$ cat src/include/flash_host_defines.svh
// register map, command codes and timing counts, flash host
`ifndef FLASH_HOST_DEFINES_SVH
`define FLASH_HOST_DEFINES_SVH
// ========================================
// register offsets and fields
`define REG_CTRL 8'h00
`define REG_CMD 8'h04
`define REG_ADDR 8'h08
`define REG_DATA 8'h0c
`define REG_STAT 8'h10
`define REG_PULSE 8'h14
`define REG_WHERE 8'h18
`define CTRL_VPP_BIT 0
`define ADDR_RST 17'h00000
`define BYTE_RST 8'h00
// ========================================
// command codes and fixed bytes
`define CODE_READ 8'h00
`define CODE_IDENT 8'h90
`define CODE_ERASE 8'h20
`define CODE_ERASE_CHECK 8'ha0
`define CODE_PROGRAM 8'h40
`define CODE_PROGRAM_CHECK 8'hc0
`define CODE_RESET 8'hff
`define ERASED_BYTE 8'hff
`define ZERO_BYTE 8'h00
`define ID_MAKER_ADDR 17'h00000
`define ID_PART_ADDR 17'h00001
`define LAST_ADDR 17'h1ffff
`define ERASE_MAX 10'd1000
`define PROG_MAX 5'd25
// ========================================
// timing, 40 MHz clock
`define CLK_NS 25
`define T_RECOVER_NS 6000
`define T_PROG_NS 10000
`define T_ERASE_MS 10
`define T_ACC_NS 200
`define RECOVER_CYC ((`T_RECOVER_NS + `CLK_NS - 1) / `CLK_NS)
`define PROG_CYC ((`T_PROG_NS + `CLK_NS - 1) / `CLK_NS)
`define ERASE_CYC ((`T_ERASE_MS * 1000000 + `CLK_NS - 1) / `CLK_NS)
`define READ_WAIT_CYC ((`T_ACC_NS + `CLK_NS - 1) / `CLK_NS + 2)
`define WE_LOW_CYC 4'h3
`endif

$ cat src/include/flash_host_pkg.sv
// types shared by the flash erase host modules
package flash_host_pkg;
  typedef logic [7:0]  reg_addr_t;
  typedef logic [16:0] flash_addr_t;
  typedef logic [7:0]  byte_t;
  typedef logic [18:0] tick_t;
  // software order codes, in this fixed order
  typedef enum logic [2:0] {OP_NONE, OP_READ, OP_PROGRAM, OP_ERASE,
                            OP_IDENT, OP_RESET, OP_ABORT} op_t;
  typedef enum logic [4:0] {ST_IDLE, ST_RD_CMD, ST_RD_REC, ST_RD_GET,
                            ST_PG_SETUP, ST_PG_DATA, ST_PG_PULSE, ST_PG_VFY,
                            ST_PG_REC, ST_PG_GET, ST_ER_SETUP, ST_ER_GO,
                            ST_ER_PULSE, ST_ER_VFY, ST_ER_REC, ST_ER_GET,
                            ST_ID_CMD, ST_ID_GET0, ST_ID_GET1, ST_RST_A,
                            ST_RST_B, ST_FINISH} host_state_t;
  typedef enum logic [2:0] {CY_IDLE, CY_SETUP, CY_STROBE, CY_HOLD,
                            CY_READ, CY_DONE} cyc_state_t;
endpackage

$ cat src/include/host_link_if.sv
// links the sequencer to its pin cycle engine and its wait timer
interface host_link_if;
  logic                        cyc_req;   // cycle wanted
  logic                        cyc_write; // write, else read
  flash_host_pkg::flash_addr_t cyc_addr;  // pin address
  flash_host_pkg::byte_t       cyc_wdata; // write byte
  logic                        cyc_done;  // one-cycle end pulse
  flash_host_pkg::byte_t       cyc_rdata; // byte read
  logic                        tmr_load;  // start a wait
  flash_host_pkg::tick_t       tmr_value; // wait length in cycles
  logic                        tmr_expired;
  modport seq (output cyc_req, cyc_write, cyc_addr, cyc_wdata, tmr_load, tmr_value,
               input cyc_done, cyc_rdata, tmr_expired);
  modport cyc (input cyc_req, cyc_write, cyc_addr, cyc_wdata,
               output cyc_done, cyc_rdata);
  modport tmr (input tmr_load, tmr_value, output tmr_expired);
endinterface

$ cat src/logic/flash_wait_timer.sv
// down counter that times recovery and pulse waits
`include "flash_host_defines.svh"
module flash_wait_timer (
  // clock and reset
  input wire logic i_clock,
  input wire logic i_reset_n,
  // sequencer side
  host_link_if.tmr link
);
  import flash_host_pkg::*;
  tick_t cnt_q; // cycles left
  tick_t cnt_d;
  // ========================================
  // count down, reload wins over counting
  always_comb begin
    cnt_d = cnt_q;
    if (link.tmr_load) begin
      cnt_d = link.tmr_value;
    end else if (cnt_q != '0) begin
      cnt_d = cnt_q - 19'h00001;
    end
  end
  always_ff @(posedge i_clock or negedge i_reset_n) begin
    if (!i_reset_n) begin
      cnt_q <= '0;
    end else begin
      cnt_q <= cnt_d;
    end
  end
  assign link.tmr_expired = (cnt_q == '0);
endmodule // flash_wait_timer

$ cat src/logic/flash_pin_cycle.sv
// one write or read cycle on the flash pins
`include "flash_host_defines.svh"
module flash_pin_cycle (
  // clock and reset
  input  wire logic                   i_clock,
  input  wire logic                   i_reset_n,
  // sequencer side
  host_link_if.cyc                    link,
  // flash pins
  output logic                        o_chip_enable_n,
  output logic                        o_output_enable_n,
  output logic                        o_write_enable_n,
  output flash_host_pkg::flash_addr_t o_addr,
  input  wire flash_host_pkg::byte_t  i_data_lines,
  output flash_host_pkg::byte_t       o_data_lines,
  output logic                        o_data_lines_oe
);
  import flash_host_pkg::*;
  cyc_state_t  st_q, st_d;
  logic        ce_n_q, ce_n_d, oe_n_q, oe_n_d, we_n_q, we_n_d;
  logic        doe_q, doe_d, wr_q, wr_d;
  flash_addr_t addr_q, addr_d;
  byte_t       dout_q, dout_d, rdata_q, rdata_d;
  logic [3:0]  cnt_q, cnt_d; // strobe or access wait
  byte_t       meta_q, sync_q; // data pin synchroniser
  // ========================================
  // cycle sequencing
  always_comb begin
    st_d = st_q;
    ce_n_d = ce_n_q;
    oe_n_d = oe_n_q;
    we_n_d = we_n_q;
    doe_d = doe_q;
    wr_d = wr_q;
    addr_d = addr_q;
    dout_d = dout_q;
    rdata_d = rdata_q;
    cnt_d = cnt_q;
    unique case (st_q)
      CY_IDLE: if (link.cyc_req) begin
        st_d = CY_SETUP;
        ce_n_d = 1'b0;
        addr_d = link.cyc_addr;
        dout_d = link.cyc_wdata;
        doe_d = link.cyc_write;
        oe_n_d = link.cyc_write; // output enable stays high on writes [RL3]
        wr_d = link.cyc_write;
        cnt_d = link.cyc_write ? `WE_LOW_CYC : 4'(`READ_WAIT_CYC);
      end
      // address settles a cycle before write enable falls [RL8]
      CY_SETUP: begin
        st_d = wr_q ? CY_STROBE : CY_READ;
        we_n_d = !wr_q;
      end
      CY_STROBE: if (cnt_q == 4'h1) begin
        we_n_d = 1'b1; // data still driven across this rising edge [RL9]
        st_d = CY_HOLD;
      end else begin
        cnt_d = cnt_q - 4'h1;
      end
      CY_HOLD: begin
        st_d = CY_DONE;
        ce_n_d = 1'b1;
        doe_d = 1'b0;
      end
      CY_READ: if (cnt_q == 4'h1) begin
        rdata_d = sync_q;
        oe_n_d = 1'b1;
        ce_n_d = 1'b1;
        st_d = CY_DONE;
      end else begin
        cnt_d = cnt_q - 4'h1;
      end
      CY_DONE: st_d = CY_IDLE;
      default: st_d = CY_IDLE;
    endcase
  end
  always_ff @(posedge i_clock or negedge i_reset_n) begin
    if (!i_reset_n) begin
      st_q <= CY_IDLE;
      {ce_n_q, oe_n_q, we_n_q} <= 3'h7;
      {doe_q, wr_q} <= 2'h0;
      addr_q <= `ADDR_RST;
      dout_q <= `BYTE_RST;
      rdata_q <= `BYTE_RST;
      cnt_q <= 4'h0;
      meta_q <= `BYTE_RST;
      sync_q <= `BYTE_RST;
    end else begin
      st_q <= st_d;
      {ce_n_q, oe_n_q, we_n_q} <= {ce_n_d, oe_n_d, we_n_d};
      {doe_q, wr_q} <= {doe_d, wr_d};
      addr_q <= addr_d;
      dout_q <= dout_d;
      rdata_q <= rdata_d;
      cnt_q <= cnt_d;
      meta_q <= i_data_lines; // pins are asynchronous to our clock
      sync_q <= meta_q;
    end
  end
  assign link.cyc_done = (st_q == CY_DONE);
  assign link.cyc_rdata = rdata_q;
  assign o_chip_enable_n = ce_n_q;
  assign o_output_enable_n = oe_n_q;
  assign o_write_enable_n = we_n_q;
  assign o_addr = addr_q;
  assign o_data_lines = dout_q;
  assign o_data_lines_oe = doe_q;
endmodule // flash_pin_cycle

$ cat src/logic/flash_erase_host.sv
// flash host: read, program, erase and id sequences
//
// Local design decisions: the address map and the strobed register port.
`include "flash_host_defines.svh"
// Function
// RL1 - commands use top three bits, few exceptions
// RL2 - id codes read at offsets zero, one
// RL3 - writes need output enable high, others low
// RL4 - without high voltage, read-only memory
// RL5 - command latch works only with high voltage
// RL6 - read code selects and keeps read mode
// RL7 - wait after read command
// RL8 - address taken at write enable fall
// RL9 - program data taken at write enable rise
// RL10 - program check reuses program address
// RL11 - first erase code only arms
// RL12 - second erase code starts bulk erase
// RL13 - only erase check code ends erase
// RL14 - erase check ends erase, takes address
// RL15 - all ones read means byte erased
// RL16 - fresh erase check per next byte
// RL17 - on failure erase again, resume there
// RL18 - end checking with another valid command
// RL19 - host times each erase pulse
// RL20 - stop erase before servicing interruptions
// RL21 - program whole array to zero first
// RL22 - check from zero up, pulse budget
// RL23 - program code arms, next write programs
// RL24 - recover before check read
// RL25 - high voltage is one digital level
// RL26 - reset code twice returns read mode
module flash_erase_host #(
  parameter int unsigned          ERASE_PULSE_CYC = `ERASE_CYC,
  parameter flash_host_pkg::flash_addr_t LAST_ADDR = `LAST_ADDR
) (
  // clock and reset
  input  wire logic                      i_clock,
  input  wire logic                      i_reset_n,
  // software register port
  input  wire flash_host_pkg::reg_addr_t i_reg_addr,
  input  wire logic [31:0]               i_reg_wdata,
  input  wire logic                      i_reg_write,
  input  wire logic                      i_reg_read,
  output logic [31:0]                    o_reg_rdata,
  // flash pins
  output logic                           o_chip_enable_n,
  output logic                           o_output_enable_n,
  output logic                           o_write_enable_n,
  output flash_host_pkg::flash_addr_t    o_addr,
  input  wire flash_host_pkg::byte_t     i_data_lines,
  output flash_host_pkg::byte_t          o_data_lines,
  output logic                           o_data_lines_oe,
  output logic                           o_vpp_high
);
  import flash_host_pkg::*;
  // ========================================
  // sub-blocks
  host_link_if link ();
  flash_pin_cycle u_pins (
    .i_clock           (i_clock),
    .i_reset_n         (i_reset_n),
    .link              (link),
    .o_chip_enable_n   (o_chip_enable_n),
    .o_output_enable_n (o_output_enable_n),
    .o_write_enable_n  (o_write_enable_n),
    .o_addr            (o_addr),
    .i_data_lines      (i_data_lines),
    .o_data_lines      (o_data_lines),
    .o_data_lines_oe   (o_data_lines_oe)
  );
  flash_wait_timer u_timer (
    .i_clock   (i_clock),
    .i_reset_n (i_reset_n),
    .link      (link)
  );
  // ========================================
  // state
  host_state_t state_q, state_d; // sequence step
  logic        vpp_q, vpp_d; // high voltage request
  logic        erase_q, erase_d; // preprogram belongs to an erase
  logic        abort_q, abort_d; // software wants the erase stopped
  logic        pend_q, pend_d; // failure to report at the end
  logic        done_q, done_d; // sticky finished flag
  logic        fail_q, fail_d; // sticky failure flag
  flash_addr_t addr_q, addr_d; // software target address
  flash_addr_t cur_q, cur_d; // address being worked on
  byte_t       data_q, data_d; // software program byte
  byte_t       pbyte_q, pbyte_d; // byte being programmed
  byte_t       rbyte_q, rbyte_d; // last byte read from the part
  byte_t       maker_q, maker_d; // id byte at offset zero
  byte_t       part_q, part_d; // id byte at offset one
  logic [4:0]  pcnt_q, pcnt_d; // failed program pulses
  logic [9:0]  ecnt_q, ecnt_d; // erase pulses given
  logic [31:0] rdata_q, rdata_d; // register read answer
  logic        cmd_wr; // order register written
  op_t         op; // order being written
  logic        bus_req, bus_wr; // pin cycle request
  flash_addr_t bus_addr;
  byte_t       bus_wdata;
  logic        busy;
  assign cmd_wr = i_reg_write && (i_reg_addr == `REG_CMD);
  assign op = op_t'(i_reg_wdata[2:0]);
  assign busy = (state_q != ST_IDLE);
  assign o_vpp_high = vpp_q; // single level, high voltage wanted [RL25]
  // ========================================
  // pin cycle each step asks for
  always_comb begin
    bus_req = 1'b1;
    bus_wr = 1'b1;
    bus_addr = cur_q;
    bus_wdata = `CODE_READ;
    unique case (state_q)
      ST_IDLE, ST_RD_REC, ST_PG_PULSE, ST_PG_REC, ST_ER_PULSE, ST_ER_REC: bus_req = 1'b0;
      ST_RD_CMD, ST_FINISH: bus_wdata = `CODE_READ; // back to read mode [RL6] [RL18]
      ST_RD_GET, ST_PG_GET, ST_ER_GET: bus_wr = 1'b0;
      ST_ID_GET0: begin
        bus_wr = 1'b0;
        bus_addr = `ID_MAKER_ADDR; // [RL2]
      end
      ST_ID_GET1: begin
        bus_wr = 1'b0;
        bus_addr = `ID_PART_ADDR; // [RL2]
      end
      ST_PG_SETUP: bus_wdata = `CODE_PROGRAM; // arming write [RL23]
      ST_PG_DATA: bus_wdata = pbyte_q; // address and byte together [RL23] [RL9]
      ST_PG_VFY: bus_wdata = `CODE_PROGRAM_CHECK; // part reuses its address [RL10]
      ST_ER_SETUP, ST_ER_GO: bus_wdata = `CODE_ERASE; // arm, then start [RL11] [RL12]
      ST_ER_VFY: bus_wdata = `CODE_ERASE_CHECK; // carries checked address [RL14]
      ST_ID_CMD: bus_wdata = `CODE_IDENT; // [RL1] [RL2]
      ST_RST_A, ST_RST_B: bus_wdata = `CODE_RESET; // two reset writes [RL26]
    endcase
  end
  assign link.cyc_req = bus_req;
  assign link.cyc_write = bus_wr;
  assign link.cyc_addr = bus_addr;
  assign link.cyc_wdata = bus_wdata;
  // ========================================
  // sequencer and software registers, next values
  always_comb begin
    state_d = state_q;
    vpp_d = vpp_q;
    erase_d = erase_q;
    abort_d = abort_q;
    pend_d = pend_q;
    done_d = done_q;
    fail_d = fail_q;
    addr_d = addr_q;
    cur_d = cur_q;
    data_d = data_q;
    pbyte_d = pbyte_q;
    rbyte_d = rbyte_q;
    maker_d = maker_q;
    part_d = part_q;
    pcnt_d = pcnt_q;
    ecnt_d = ecnt_q;
    link.tmr_load = 1'b0;
    link.tmr_value = tick_t'(`RECOVER_CYC);
    // plain register writes
    if (i_reg_write && i_reg_addr == `REG_CTRL && !busy) begin
      vpp_d = i_reg_wdata[`CTRL_VPP_BIT]; // voltage never drops mid-sequence
    end
    if (i_reg_write && i_reg_addr == `REG_ADDR) begin
      addr_d = i_reg_wdata[16:0];
    end
    if (i_reg_write && i_reg_addr == `REG_DATA) begin
      data_d = i_reg_wdata[7:0];
    end
    if (cmd_wr && busy && op == OP_ABORT) begin
      abort_d = 1'b1;
    end
    unique case (state_q)
      ST_IDLE: begin
        abort_d = 1'b0;
        if (cmd_wr && op != OP_NONE && op != OP_ABORT) begin
          done_d = 1'b0;
          fail_d = 1'b0;
          pend_d = 1'b0;
          erase_d = 1'b0;
          pcnt_d = 5'h00;
          ecnt_d = 10'h000;
          cur_d = addr_q;
          pbyte_d = data_q;
          if (op == OP_READ) begin
            // without high voltage the part is read-only, no command [RL4]
            state_d = vpp_q ? ST_RD_CMD : ST_RD_GET;
          end else if (!vpp_q) begin
            // the latch ignores commands without high voltage [RL5]
            done_d = 1'b1;
            fail_d = 1'b1;
          end else begin
            unique case (op)
              OP_PROGRAM: state_d = ST_PG_SETUP;
              OP_ERASE: begin
                erase_d = 1'b1;
                cur_d = `ADDR_RST;
                pbyte_d = `ZERO_BYTE; // whole array to zero first [RL21]
                state_d = ST_PG_SETUP;
              end
              OP_IDENT: state_d = ST_ID_CMD;
              OP_RESET: state_d = ST_RST_A;
              default: state_d = ST_IDLE;
            endcase
          end
        end
      end
      ST_RD_CMD: if (link.cyc_done) begin
        link.tmr_load = 1'b1; // settle after the read code [RL7]
        state_d = ST_RD_REC;
      end
      ST_RD_REC: if (link.tmr_expired) begin
        state_d = ST_RD_GET; // [RL7]
      end
      ST_RD_GET: if (link.cyc_done) begin
        rbyte_d = link.cyc_rdata;
        done_d = 1'b1;
        state_d = ST_IDLE;
      end
      ST_PG_SETUP: if (link.cyc_done) begin
        state_d = ST_PG_DATA;
      end
      ST_PG_DATA: if (link.cyc_done) begin
        link.tmr_load = 1'b1;
        link.tmr_value = tick_t'(`PROG_CYC);
        state_d = ST_PG_PULSE;
      end
      ST_PG_PULSE: if (link.tmr_expired) begin
        state_d = ST_PG_VFY;
      end
      ST_PG_VFY: if (link.cyc_done) begin
        link.tmr_load = 1'b1; // recovery before the check read [RL24]
        state_d = ST_PG_REC;
      end
      ST_PG_REC: if (link.tmr_expired) begin
        state_d = ST_PG_GET;
      end
      ST_PG_GET: if (link.cyc_done) begin
        rbyte_d = link.cyc_rdata;
        if (link.cyc_rdata == pbyte_q) begin
          pcnt_d = 5'h00;
          if (!erase_q) begin
            state_d = ST_FINISH;
          end else if (cur_q == LAST_ADDR) begin
            cur_d = `ADDR_RST; // checking starts at the lowest address [RL22]
            state_d = ST_ER_SETUP;
          end else begin
            cur_d = cur_q + 17'h00001;
            state_d = ST_PG_SETUP;
          end
        end else if (pcnt_q == `PROG_MAX - 5'h01) begin
          pend_d = 1'b1;
          state_d = ST_FINISH;
        end else begin
          pcnt_d = pcnt_q + 5'h01;
          state_d = ST_PG_SETUP;
        end
      end
      ST_ER_SETUP: if (link.cyc_done) begin
        state_d = ST_ER_GO; // arming alone leaves the array alone [RL11]
      end
      ST_ER_GO: if (link.cyc_done) begin
        ecnt_d = ecnt_q + 10'h001;
        link.tmr_load = 1'b1; // erase pulse timed here [RL19]
        link.tmr_value = tick_t'(ERASE_PULSE_CYC);
        state_d = ST_ER_PULSE;
      end
      ST_ER_PULSE: if (link.tmr_expired || abort_q) begin
        // an abort still goes through the erase check write [RL20] [RL13]
        state_d = ST_ER_VFY;
      end
      ST_ER_VFY: if (link.cyc_done) begin
        if (abort_q) begin
          pend_d = 1'b1;
          state_d = ST_FINISH;
        end else begin
          link.tmr_load = 1'b1; // [RL24]
          state_d = ST_ER_REC;
        end
      end
      ST_ER_REC: if (link.tmr_expired) begin
        state_d = ST_ER_GET;
      end
      ST_ER_GET: if (link.cyc_done) begin
        rbyte_d = link.cyc_rdata;
        if (link.cyc_rdata == `ERASED_BYTE) begin // [RL15]
          if (cur_q == LAST_ADDR) begin
            state_d = ST_FINISH; // read code closes the checking [RL18]
          end else begin
            cur_d = cur_q + 17'h00001;
            state_d = ST_ER_VFY; // fresh check write per byte [RL16]
          end
        end else if (ecnt_q == `ERASE_MAX) begin
          pend_d = 1'b1; // pulse budget spent [RL22]
          state_d = ST_FINISH;
        end else begin
          state_d = ST_ER_SETUP; // erase again, keep failing address [RL17]
        end
      end
      ST_ID_CMD: if (link.cyc_done) begin
        state_d = ST_ID_GET0;
      end
      ST_ID_GET0: if (link.cyc_done) begin
        maker_d = link.cyc_rdata;
        state_d = ST_ID_GET1;
      end
      ST_ID_GET1: if (link.cyc_done) begin
        part_d = link.cyc_rdata;
        state_d = ST_FINISH;
      end
      ST_RST_A: if (link.cyc_done) begin
        state_d = ST_RST_B;
      end
      ST_RST_B: if (link.cyc_done) begin
        done_d = 1'b1;
        state_d = ST_IDLE;
      end
      ST_FINISH: if (link.cyc_done) begin
        done_d = 1'b1;
        fail_d = pend_q;
        state_d = ST_IDLE;
      end
      default: state_d = ST_IDLE;
    endcase
  end
  // ========================================
  // register read answer, valid one cycle after the strobe only
  always_comb begin
    rdata_d = 32'h0000_0000;
    if (i_reg_read) begin
      unique case (i_reg_addr)
        `REG_CTRL: rdata_d = {31'h0000_0000, vpp_q};
        `REG_ADDR: rdata_d = {15'h0000, addr_q};
        `REG_DATA: rdata_d = {16'h0000, data_q, rbyte_q};
        `REG_STAT: rdata_d = {8'h00, part_q, maker_q, 5'h00, fail_q, done_q, busy};
        `REG_PULSE: rdata_d = {17'h0_0000, pcnt_q, ecnt_q};
        `REG_WHERE: rdata_d = {15'h0000, cur_q};
        default: rdata_d = 32'h0000_0000; // unmapped reads as zero
      endcase
    end
  end
  // ========================================
  // registers
  always_ff @(posedge i_clock or negedge i_reset_n) begin
    if (!i_reset_n) begin
      state_q <= ST_IDLE;
      {vpp_q, erase_q, abort_q, pend_q, done_q, fail_q} <= 6'h00;
      addr_q <= `ADDR_RST;
      cur_q <= `ADDR_RST;
      data_q <= `BYTE_RST;
      pbyte_q <= `BYTE_RST;
      rbyte_q <= `BYTE_RST;
      maker_q <= `BYTE_RST;
      part_q <= `BYTE_RST;
      pcnt_q <= 5'h00;
      ecnt_q <= 10'h000;
      rdata_q <= 32'h0000_0000;
    end else begin
      state_q <= state_d;
      {vpp_q, erase_q, abort_q, pend_q, done_q, fail_q} <=
        {vpp_d, erase_d, abort_d, pend_d, done_d, fail_d};
      addr_q <= addr_d;
      cur_q <= cur_d;
      data_q <= data_d;
      pbyte_q <= pbyte_d;
      rbyte_q <= rbyte_d;
      maker_q <= maker_d;
      part_q <= part_d;
      pcnt_q <= pcnt_d;
      ecnt_q <= ecnt_d;
      rdata_q <= rdata_d;
    end
  end
  assign o_reg_rdata = rdata_q;
endmodule // flash_erase_host

$ cat config.mk
export PLATFORM = sky130hd
export DESIGN_NAME = flash_erase_host
export DESIGN_NICKNAME = d
export VERILOG_FILES = /design/src/include/flash_host_pkg.sv /design/src/include/host_link_if.sv /design/src/logic/flash_wait_timer.sv /design/src/logic/flash_pin_cycle.sv /design/src/logic/flash_erase_host.sv
export VERILOG_INCLUDE_DIRS = /design/src /design/src/include
export SDC_FILE = /design/constraint.sdc
export NUM_CORES = 1
export LEC_CHECK = 0
export BUFFER_PORTS_ARGS = -buffer_cell sky130_fd_sc_hd__buf_2
export CAP_MARGIN = 20
export CELL_PAD_IN_SITES_DETAIL_PLACEMENT = 0
export CELL_PAD_IN_SITES_GLOBAL_PLACEMENT = 1
export CORE_ASPECT_RATIO = 0.8
export CORE_UTILIZATION = 46
export CTS_BUF_LIST = sky130_fd_sc_hd__clkbuf_4 sky130_fd_sc_hd__clkbuf_8 sky130_fd_sc_hd__clkbuf_16
export CTS_CLUSTER_SIZE = 14
export DETAILED_ROUTE_END_ITERATION = 8
export PLACE_DENSITY = 0.76
export SLEW_MARGIN = 40
export SYNTH_ARGS = -nofsm -noshare
export SYNTH_HDL_FRONTEND = slang
export SYNTH_HIERARCHICAL = 1
export SYNTH_SLANG_ARGS = --single-unit
export TNS_END_PERCENT = 50
$ cat constraint.sdc
create_clock -name i_clock -period 3.4 [get_ports i_clock]
set_input_delay 0.51 -clock i_clock [delete_from_list [all_inputs] [get_ports i_clock]]
set_output_delay 0.51 -clock i_clock [all_outputs]
set_load 0.01 [all_outputs]
==> results.md, run 1 <==
* DR iter-0 viols at 800
* Synthesized flop and latch total at 204
* Skew final at 0.0179 ns
* Dpl cell area at 11,000 sq um
* Initial antenna violation count at 0
* Startpoint types: flip-flop
* Grt total ovfl at 0
* Most common cell after layout, fill and taps aside: dfrtp_1
* CTS sink count at 204
* Gpl congestion at 0.846
* Crit path max fanout at 6
* Multi-input gate area at 4770 sq um
* Design area at 11,800 sq um
* Die ar. at 22,800 sq um
* Chip Width at 169 um
* Least-Margin Pin Slew at 0.837 ns
* # IOs at 114
* Leakage Power at 0.00545 uW
* FF/Latch Area at 5110 sq um
* Setup TNS at 0 ns
* Max Fclk at 0.333 GHz
* Row count at 48
* Top Metal Used: met4
* Post-synth top area share at 49.2%
* Max_cap viols at 0
* Hold Path Class: in2reg
* Die height at 135 um
* Min cycle time layout at 3.01 ns
* # H-tree levels at 1
* Synth Warn # at 6
* Diodes inserted at 0
* Status: finished clean
* Final Max Tran Viols at 0
* Clock transition at path regs at 0.06 ns
* WL final at 27,300 um
* Critical Path, Cell by Cell: ha_1 -> nand3_1 -> nor2_1 -> nand2_1 -> nor3_1 -> ha_1 -> or3_1 -> a21oi_1 -> nand4_1 -> o2bb2ai_1 -> a21oi_1 -> a41oi_1
* CP max stage cell: a21oi_1
* Vias at 8,198
* Total Routing Usage GR at 24.3%
* Metal2 WL at 12,200 um
* Ys async rst share at 100%
* Commonest cells after routing, fill and taps aside: 201 x dfrtp_1, 181 x nand2_1, 89 x buf_2
* Crit path kind: reg2reg
* Cells after Synth at 1,039
* PortBufs at 90
* Netlist cell types at 87
* CTS-repair resized insts at 0
* Fin util at 54.5%
* RSZ-0062 raised after global routing: false
* Top cells by area, synth: dfrtp_1 49%, nand2_1 6.6%, mux2_2 5.5%, a21oi_1 3.1%, o21ai_0 2.4%
* Share of cells above drive strength 1 at 21.0%
* Placed wire-length estimate at 19,400 um
* Root Buffer: clkbuf_16
* Post-route antenna net violation count at 0
* Worst path max stage delay at 0.52 ns
* Wire per inst at 18.8 um
* Worst EP required at 3.84 ns
* DRT met1 WL at 12,900 um
* Clock Path Buffers at 3
* First-pass GRT wire length at 43,200 um
* Arrival @ worst endpoint at 3.45 ns
* Cell area after synthesis at 10,200 sq um
* Final setup fails at 0
* Starting Density at 47.1%
* Pre-Repair DR Iteration Count at 7
* DR vias/cell at 5.65
* CP endpoint kind: flip-flop
* Pwr/cell area at 427 nW/um^2
* Largest net degree at the start of global routing at 94
* Post-synth top flop: dfrtp_1
* Syn-to-layout area delta at 15.6%
* Vias in the first global route at 7,585
* Syn avg cell area at 9.84 sq um
* Peak VDD IR at 0.329 mV
* Filler cell count at 2,012
* Post-synthesis sequential area ratio at 50.0%
* Core area at 21,700 sq um
* Slew headroom at 44.1%
* Num CTS Buffers at 23
* Synth area leader: dfrtp_1
* TritonCTS clock tree: done
* Met3 wire length at 1560 um
* Fin. Hold Viols at 0
* Fin nets at 1,197
* Final period util at 88.4%
* Clock Latency Late Sink at 0.53 ns
* # DRC at 0
* EDFF count, synth at 0
stage by stage:
step	cells	setup WS [ns]	power, uW	hold slack [ns]
final	1451	0.395	5040	0.0823
after global routing	1451	0.204	5210	0.0671
after CTS	1449	0.449	5100	0.0694
after detailed placement	1408	0.494	2650	0.335
after global placement	1408	0.509	2640	0.333
after floorplan	1055	0.932	2550	0.214
repair_timing:
action                                 in CTS  in global routing
endpoints found under the hold margin       0                 16
hold buffers                                0                  1
buffers inserted                            0                  0
Yosys cell counts, drive strengths merged, types with 4 or more instances:
master   instances
a21oi           64
a211oi           5
nor2            52
xor2            19
o31ai           14
nand2          182
mux2            62
a22o             4
nor3b            4
ha              10
nand2b          11
and3            15
inv             28
o211ai           7
dfrtp          201
nor3            28
or2              6
nand3           23
nor4             9
or3              7
a31oi            9
xnor2           14
nand4           11
o22ai            5
nor2b            9
and2            17
a22oi           14
o2bb2ai          5
clkbuf          34
nand3b           4
a222oi          17
mux2i            4
buf             29
o21ai           66
routing by layer:
layer	vias to the layer above	track usage, %
met5	-	0
met4	0	6.06
met3	51	3.65
met2	244	36.7
met1	4001	36.5
li1	3902	-
cell type report:
cell class	count	area share, %
inverters	28	0.890
clock inverters	13	0.932
repair buffers	118	6.07
multi-input cells	760	40.4
well taps	300	3.18
flip-flops and latches	204	43.2
clock buffers	28	5.29
report_power, final:
group          internal, uW  switching [uW]  leakage (uW)
Sequential             2450            20.5       0.00266
Clock                  1400            1040      0.000371
Combinational          44.2            87.5       0.00242
cells by family after synthesis:
group / Yosys count / synth area share [%]
AO/OA/AOI/OAI: 242 / 15.7
XOR/XNOR: 33 / 2.83
adder cells (fa/ha/maj): 10 / 1.22
buffers and inverters: 91 / 4.06
flip-flops: 204 / 50.0
multiplexers: 66 / 7.22
other: 2 / 0.0735
AND/OR/NAND/NOR: 391 / 18.9
flip-flops by register name (all words and copies together) (netlist names), 8 cells and up:
signal / count
u_pins/o_addr: 17
cur_q: 17
u_pins/sync_q: 8
addr_q: 17
pbyte_q: 8
rbyte_q: 8
u_timer/cnt_q: 19
maker_q: 8
o_reg_rdata: 24
part_q: 8
u_pins/o_data_lines: 8
u_pins/meta_q: 8
u_pins/link.cyc_rdata: 8
ecnt_q: 10
data_q: 8
path summary, 6_finish.rpt:
check	startpoint	end	slack, ns	cells after the start
setup / recovery	cur_q[0]	cur_q[15]	0.39	12
hold reg to reg	u_pins/meta_q[6]	u_pins/sync_q[6]	0.35	0
setup reg to reg	cur_q[0]	cur_q[15]	0.39	12
min in group asynchronous	i_reset_n	o_reg_rdata[3]	0.42	2
max in group asynchronous	i_reset_n	o_reg_rdata[17]	2.10	4
hold / removal	i_data_lines[7]	u_pins/meta_q[7]	0.08	1
critical path, delay by kind of cell, from the launching register on:
| kind | cells | cell delay [ns] |
|---|---|---|
| compound gates | 4 | 0.96 |
| fa+ha+maj | 2 | 0.50 |
| flops | 1 | 0.39 |
| simple gates | 6 | 1.07 |
Note: power is estimated with default switching activity, not from simulation.
==> run 2, diff against run 1 <==
--- a/config.mk
+++ b/config.mk
@@ -16,6 +16,7 @@
 export CTS_CLUSTER_SIZE = 14
 export DETAILED_ROUTE_END_ITERATION = 8
 export PLACE_DENSITY = 0.76
+export REMOVE_ABC_BUFFERS = 1
 export SLEW_MARGIN = 40
 export SYNTH_ARGS = -nofsm -noshare
 export SYNTH_HDL_FRONTEND = slang
==> results.md, run 2 (same netlist as run 1, synthesis figures left out) <==
* Die ar. at 22,800 sq um (unchanged)
* Pre-Repair DR Iteration Count at 8 (was 7)
* PortBufs at 90 (unchanged)
* Largest net degree at the start of global routing at 79 (was 94)
* Fin. Hold Viols at 0 (unchanged)
* Post-route antenna net violation count at 0 (unchanged)
* Max reg flops at 24 (unchanged)
* Crit path max fanout at 14 (was 6)
* Row count at 48 (unchanged)
* # DRC at 0 (unchanged)
* Most common cell after layout, fill and taps aside: dfrtp_1 (unchanged)
* Arrival @ worst endpoint at 3.39 ns (was 3.45 ns)
* Finished Layout Cells at 1,450 (was 1,451)
* Core area at 21,700 sq um (unchanged)
* Setup TNS at 0 ns (unchanged)
* Clock Path Buffers at 3 (unchanged)
* Final setup fails at 0 (unchanged)
* Pwr/cell area at 428 nW/um^2 (was 427 nW/um^2)
* # IOs at 114 (unchanged)
* RSZ-0062 raised after global routing: false (unchanged)
* Wire per inst at 19.3 um (was 18.8 um)
* Fin nets at 1,198 (was 1,197)
* Clock Latency Late Sink at 0.53 ns (about the same)
* Final period util at 87.6% (was 88.4%)
* Share of cells above drive strength 1 at 21.2% (was 21.0%)
* Hold-fix buffers, CTS at 0 (unchanged)
* CTS-repair resized insts at 0 (unchanged)
* DR vias/cell at 5.70 (was 5.65)
* Final Max Tran Viols at 0 (unchanged)
* # H-tree levels at 1 (unchanged)
* DR iter-0 viols at 648 (was 800)
* Die height at 135 um (unchanged)
* Post-placement cell count at 1,412 (was 1,408)
* Skew final at 0.0209 ns (was 0.0179 ns)
* WL final at 28,000 um (was 27,300 um)
* Syn-to-layout area delta at 15.7% (was 15.6%)
* Clock transition at path regs at 0.06 ns (about the same)
* Num CTS Buffers at 22 (was 23)
* Chip Width at 169 um (unchanged)
* Vias in the first global route at 7,845 (was 7,585)
* Crit path kind: reg2reg (unchanged)
* Diodes inserted at 0 (unchanged)
* Max_cap viols at 0 (unchanged)
* Slew headroom at 48.5% (was 44.1%)
* Peak VDD IR at 0.371 mV (was 0.329 mV)
* Root Buffer: clkbuf_16 (unchanged)
* Starting Density at 47.1% (unchanged)
* Final Power at 5060 uW (was 5040 uW)
* DP Worst Slack at 0.284 ns (was 0.494 ns)
* Grt total ovfl at 0 (unchanged)
* Least-Margin Pin Slew at 0.771 ns (was 0.837 ns)
* Placed wire-length estimate at 19,500 um (was 19,400 um)
* First-pass GRT wire length at 44,900 um (was 43,200 um)
* TritonCTS clock tree: done (unchanged)
* Max Fclk at 0.336 GHz (was 0.333 GHz)
* Min cycle time layout at 2.98 ns (was 3.01 ns)
* Hold Path Class: in2async (was in2reg)
* Startpoint types: flip-flop (unchanged)
* Gpl congestion at 0.907 (was 0.846)
* Initial antenna violation count at 0 (unchanged)
* Commonest cells after routing, fill and taps aside: 201 x dfrtp_1, 180 x nand2_1, 89 x buf_2 (was 201 x dfrtp_1, 181 x nand2_1, 89 x buf_2)
* Worst EP required at 3.82 ns (was 3.84 ns)
* Vias at 8,261 (was 8,198)
* Status: finished clean (unchanged)
* CTS sink count at 204 (unchanged)
* Buffer count from post-CTS setup fixing at 0 (unchanged)
* Leakage Power at 0.00546 uW (was 0.00545 uW)
* CP endpoint kind: flip-flop (unchanged)
* Total Routing Usage GR at 25.3% (was 24.3%)
* Fin worst setup slack at 0.423 ns (was 0.395 ns)
[run 2: cell count changes in the layout (fill, tap and decap cells not counted), moves of 2 or more]
cell	before	now
clkinvlp_4	2	0
clkinv_2	9	2
clkbuf_4	3	5
clkbuf_8	3	8
buf_4	24	28
[run 2: routing by layer]
metal	up-vias	GRT usage [%]	wire length, um
li1	3884	-	-
met1	4107	37.2	13100
met2	240	38.9	12800
met3	30	4.35	1690
met4	0	5.76	488
met5	-	0	0
[run 2: final timing paths]
| kind | startpoint | end | slack, ns | cells after the start |
|---|---|---|---|---|
| min in group i_clock | i_data_lines[7] | u_pins/meta_q[7] | 0.08 | 1 |
| worst min-delay path | i_reset_n | u_timer/cnt_q[14] | 0.02 | 1 |
| max in group asynchronous | i_reset_n | data_q[3] | 2.55 | 2 |
| worst min register to register | u_pins/meta_q[4] | u_pins/sync_q[4] | 0.34 | 0 |
| worst max-delay path | cur_q[0] | cur_q[3] | 0.42 | 10 |
| worst max register to register | cur_q[0] | cur_q[3] | 0.42 | 10 |
[run 2: layout make-up]
class,instances,area (sq um)
fill,1994,9860
sequential,204,5110
multi-input combinational,760,4770
timing repair buffer,120,709
clock buffer,34,684
tap,300,375
inverter,28,105
clock inverter,4,70.1
[run 2: stage by stage]
step / cell area (sq um) / util, % / hold slack (ns)
finish: 11800 / 54.5 / 0.0210
global route: 11800 / 54.5 / 0.0668
CTS: 11800 / 54.5 / 0.0330
detailed placement: 11100 / 51.0 / 0.335
global placement: 11100 / 51.0 / 0.332
floorplan: 9970 / - / 0.214
[run 2: power by group]
group,internal (uW),switching (uW),leakage [uW],total [uW]
Clock,1470,997,0.000378,2460
Combinational,38.9,85.7,0.00242,125
Sequential,2450,20.2,0.00266,2470
[run 2: worst max-delay path, stage by stage, from the launching register on]
cell,delay (ns)
dfrtp_1,0.34
ha_1,0.21
nand3_1,0.19
nor2_1,0.25
nand2_1,0.10
nor3_1,0.47
ha_1,0.34
or3_1,0.16
a21o_1,0.44
o21ai_1,0.13
a22o_1,0.24
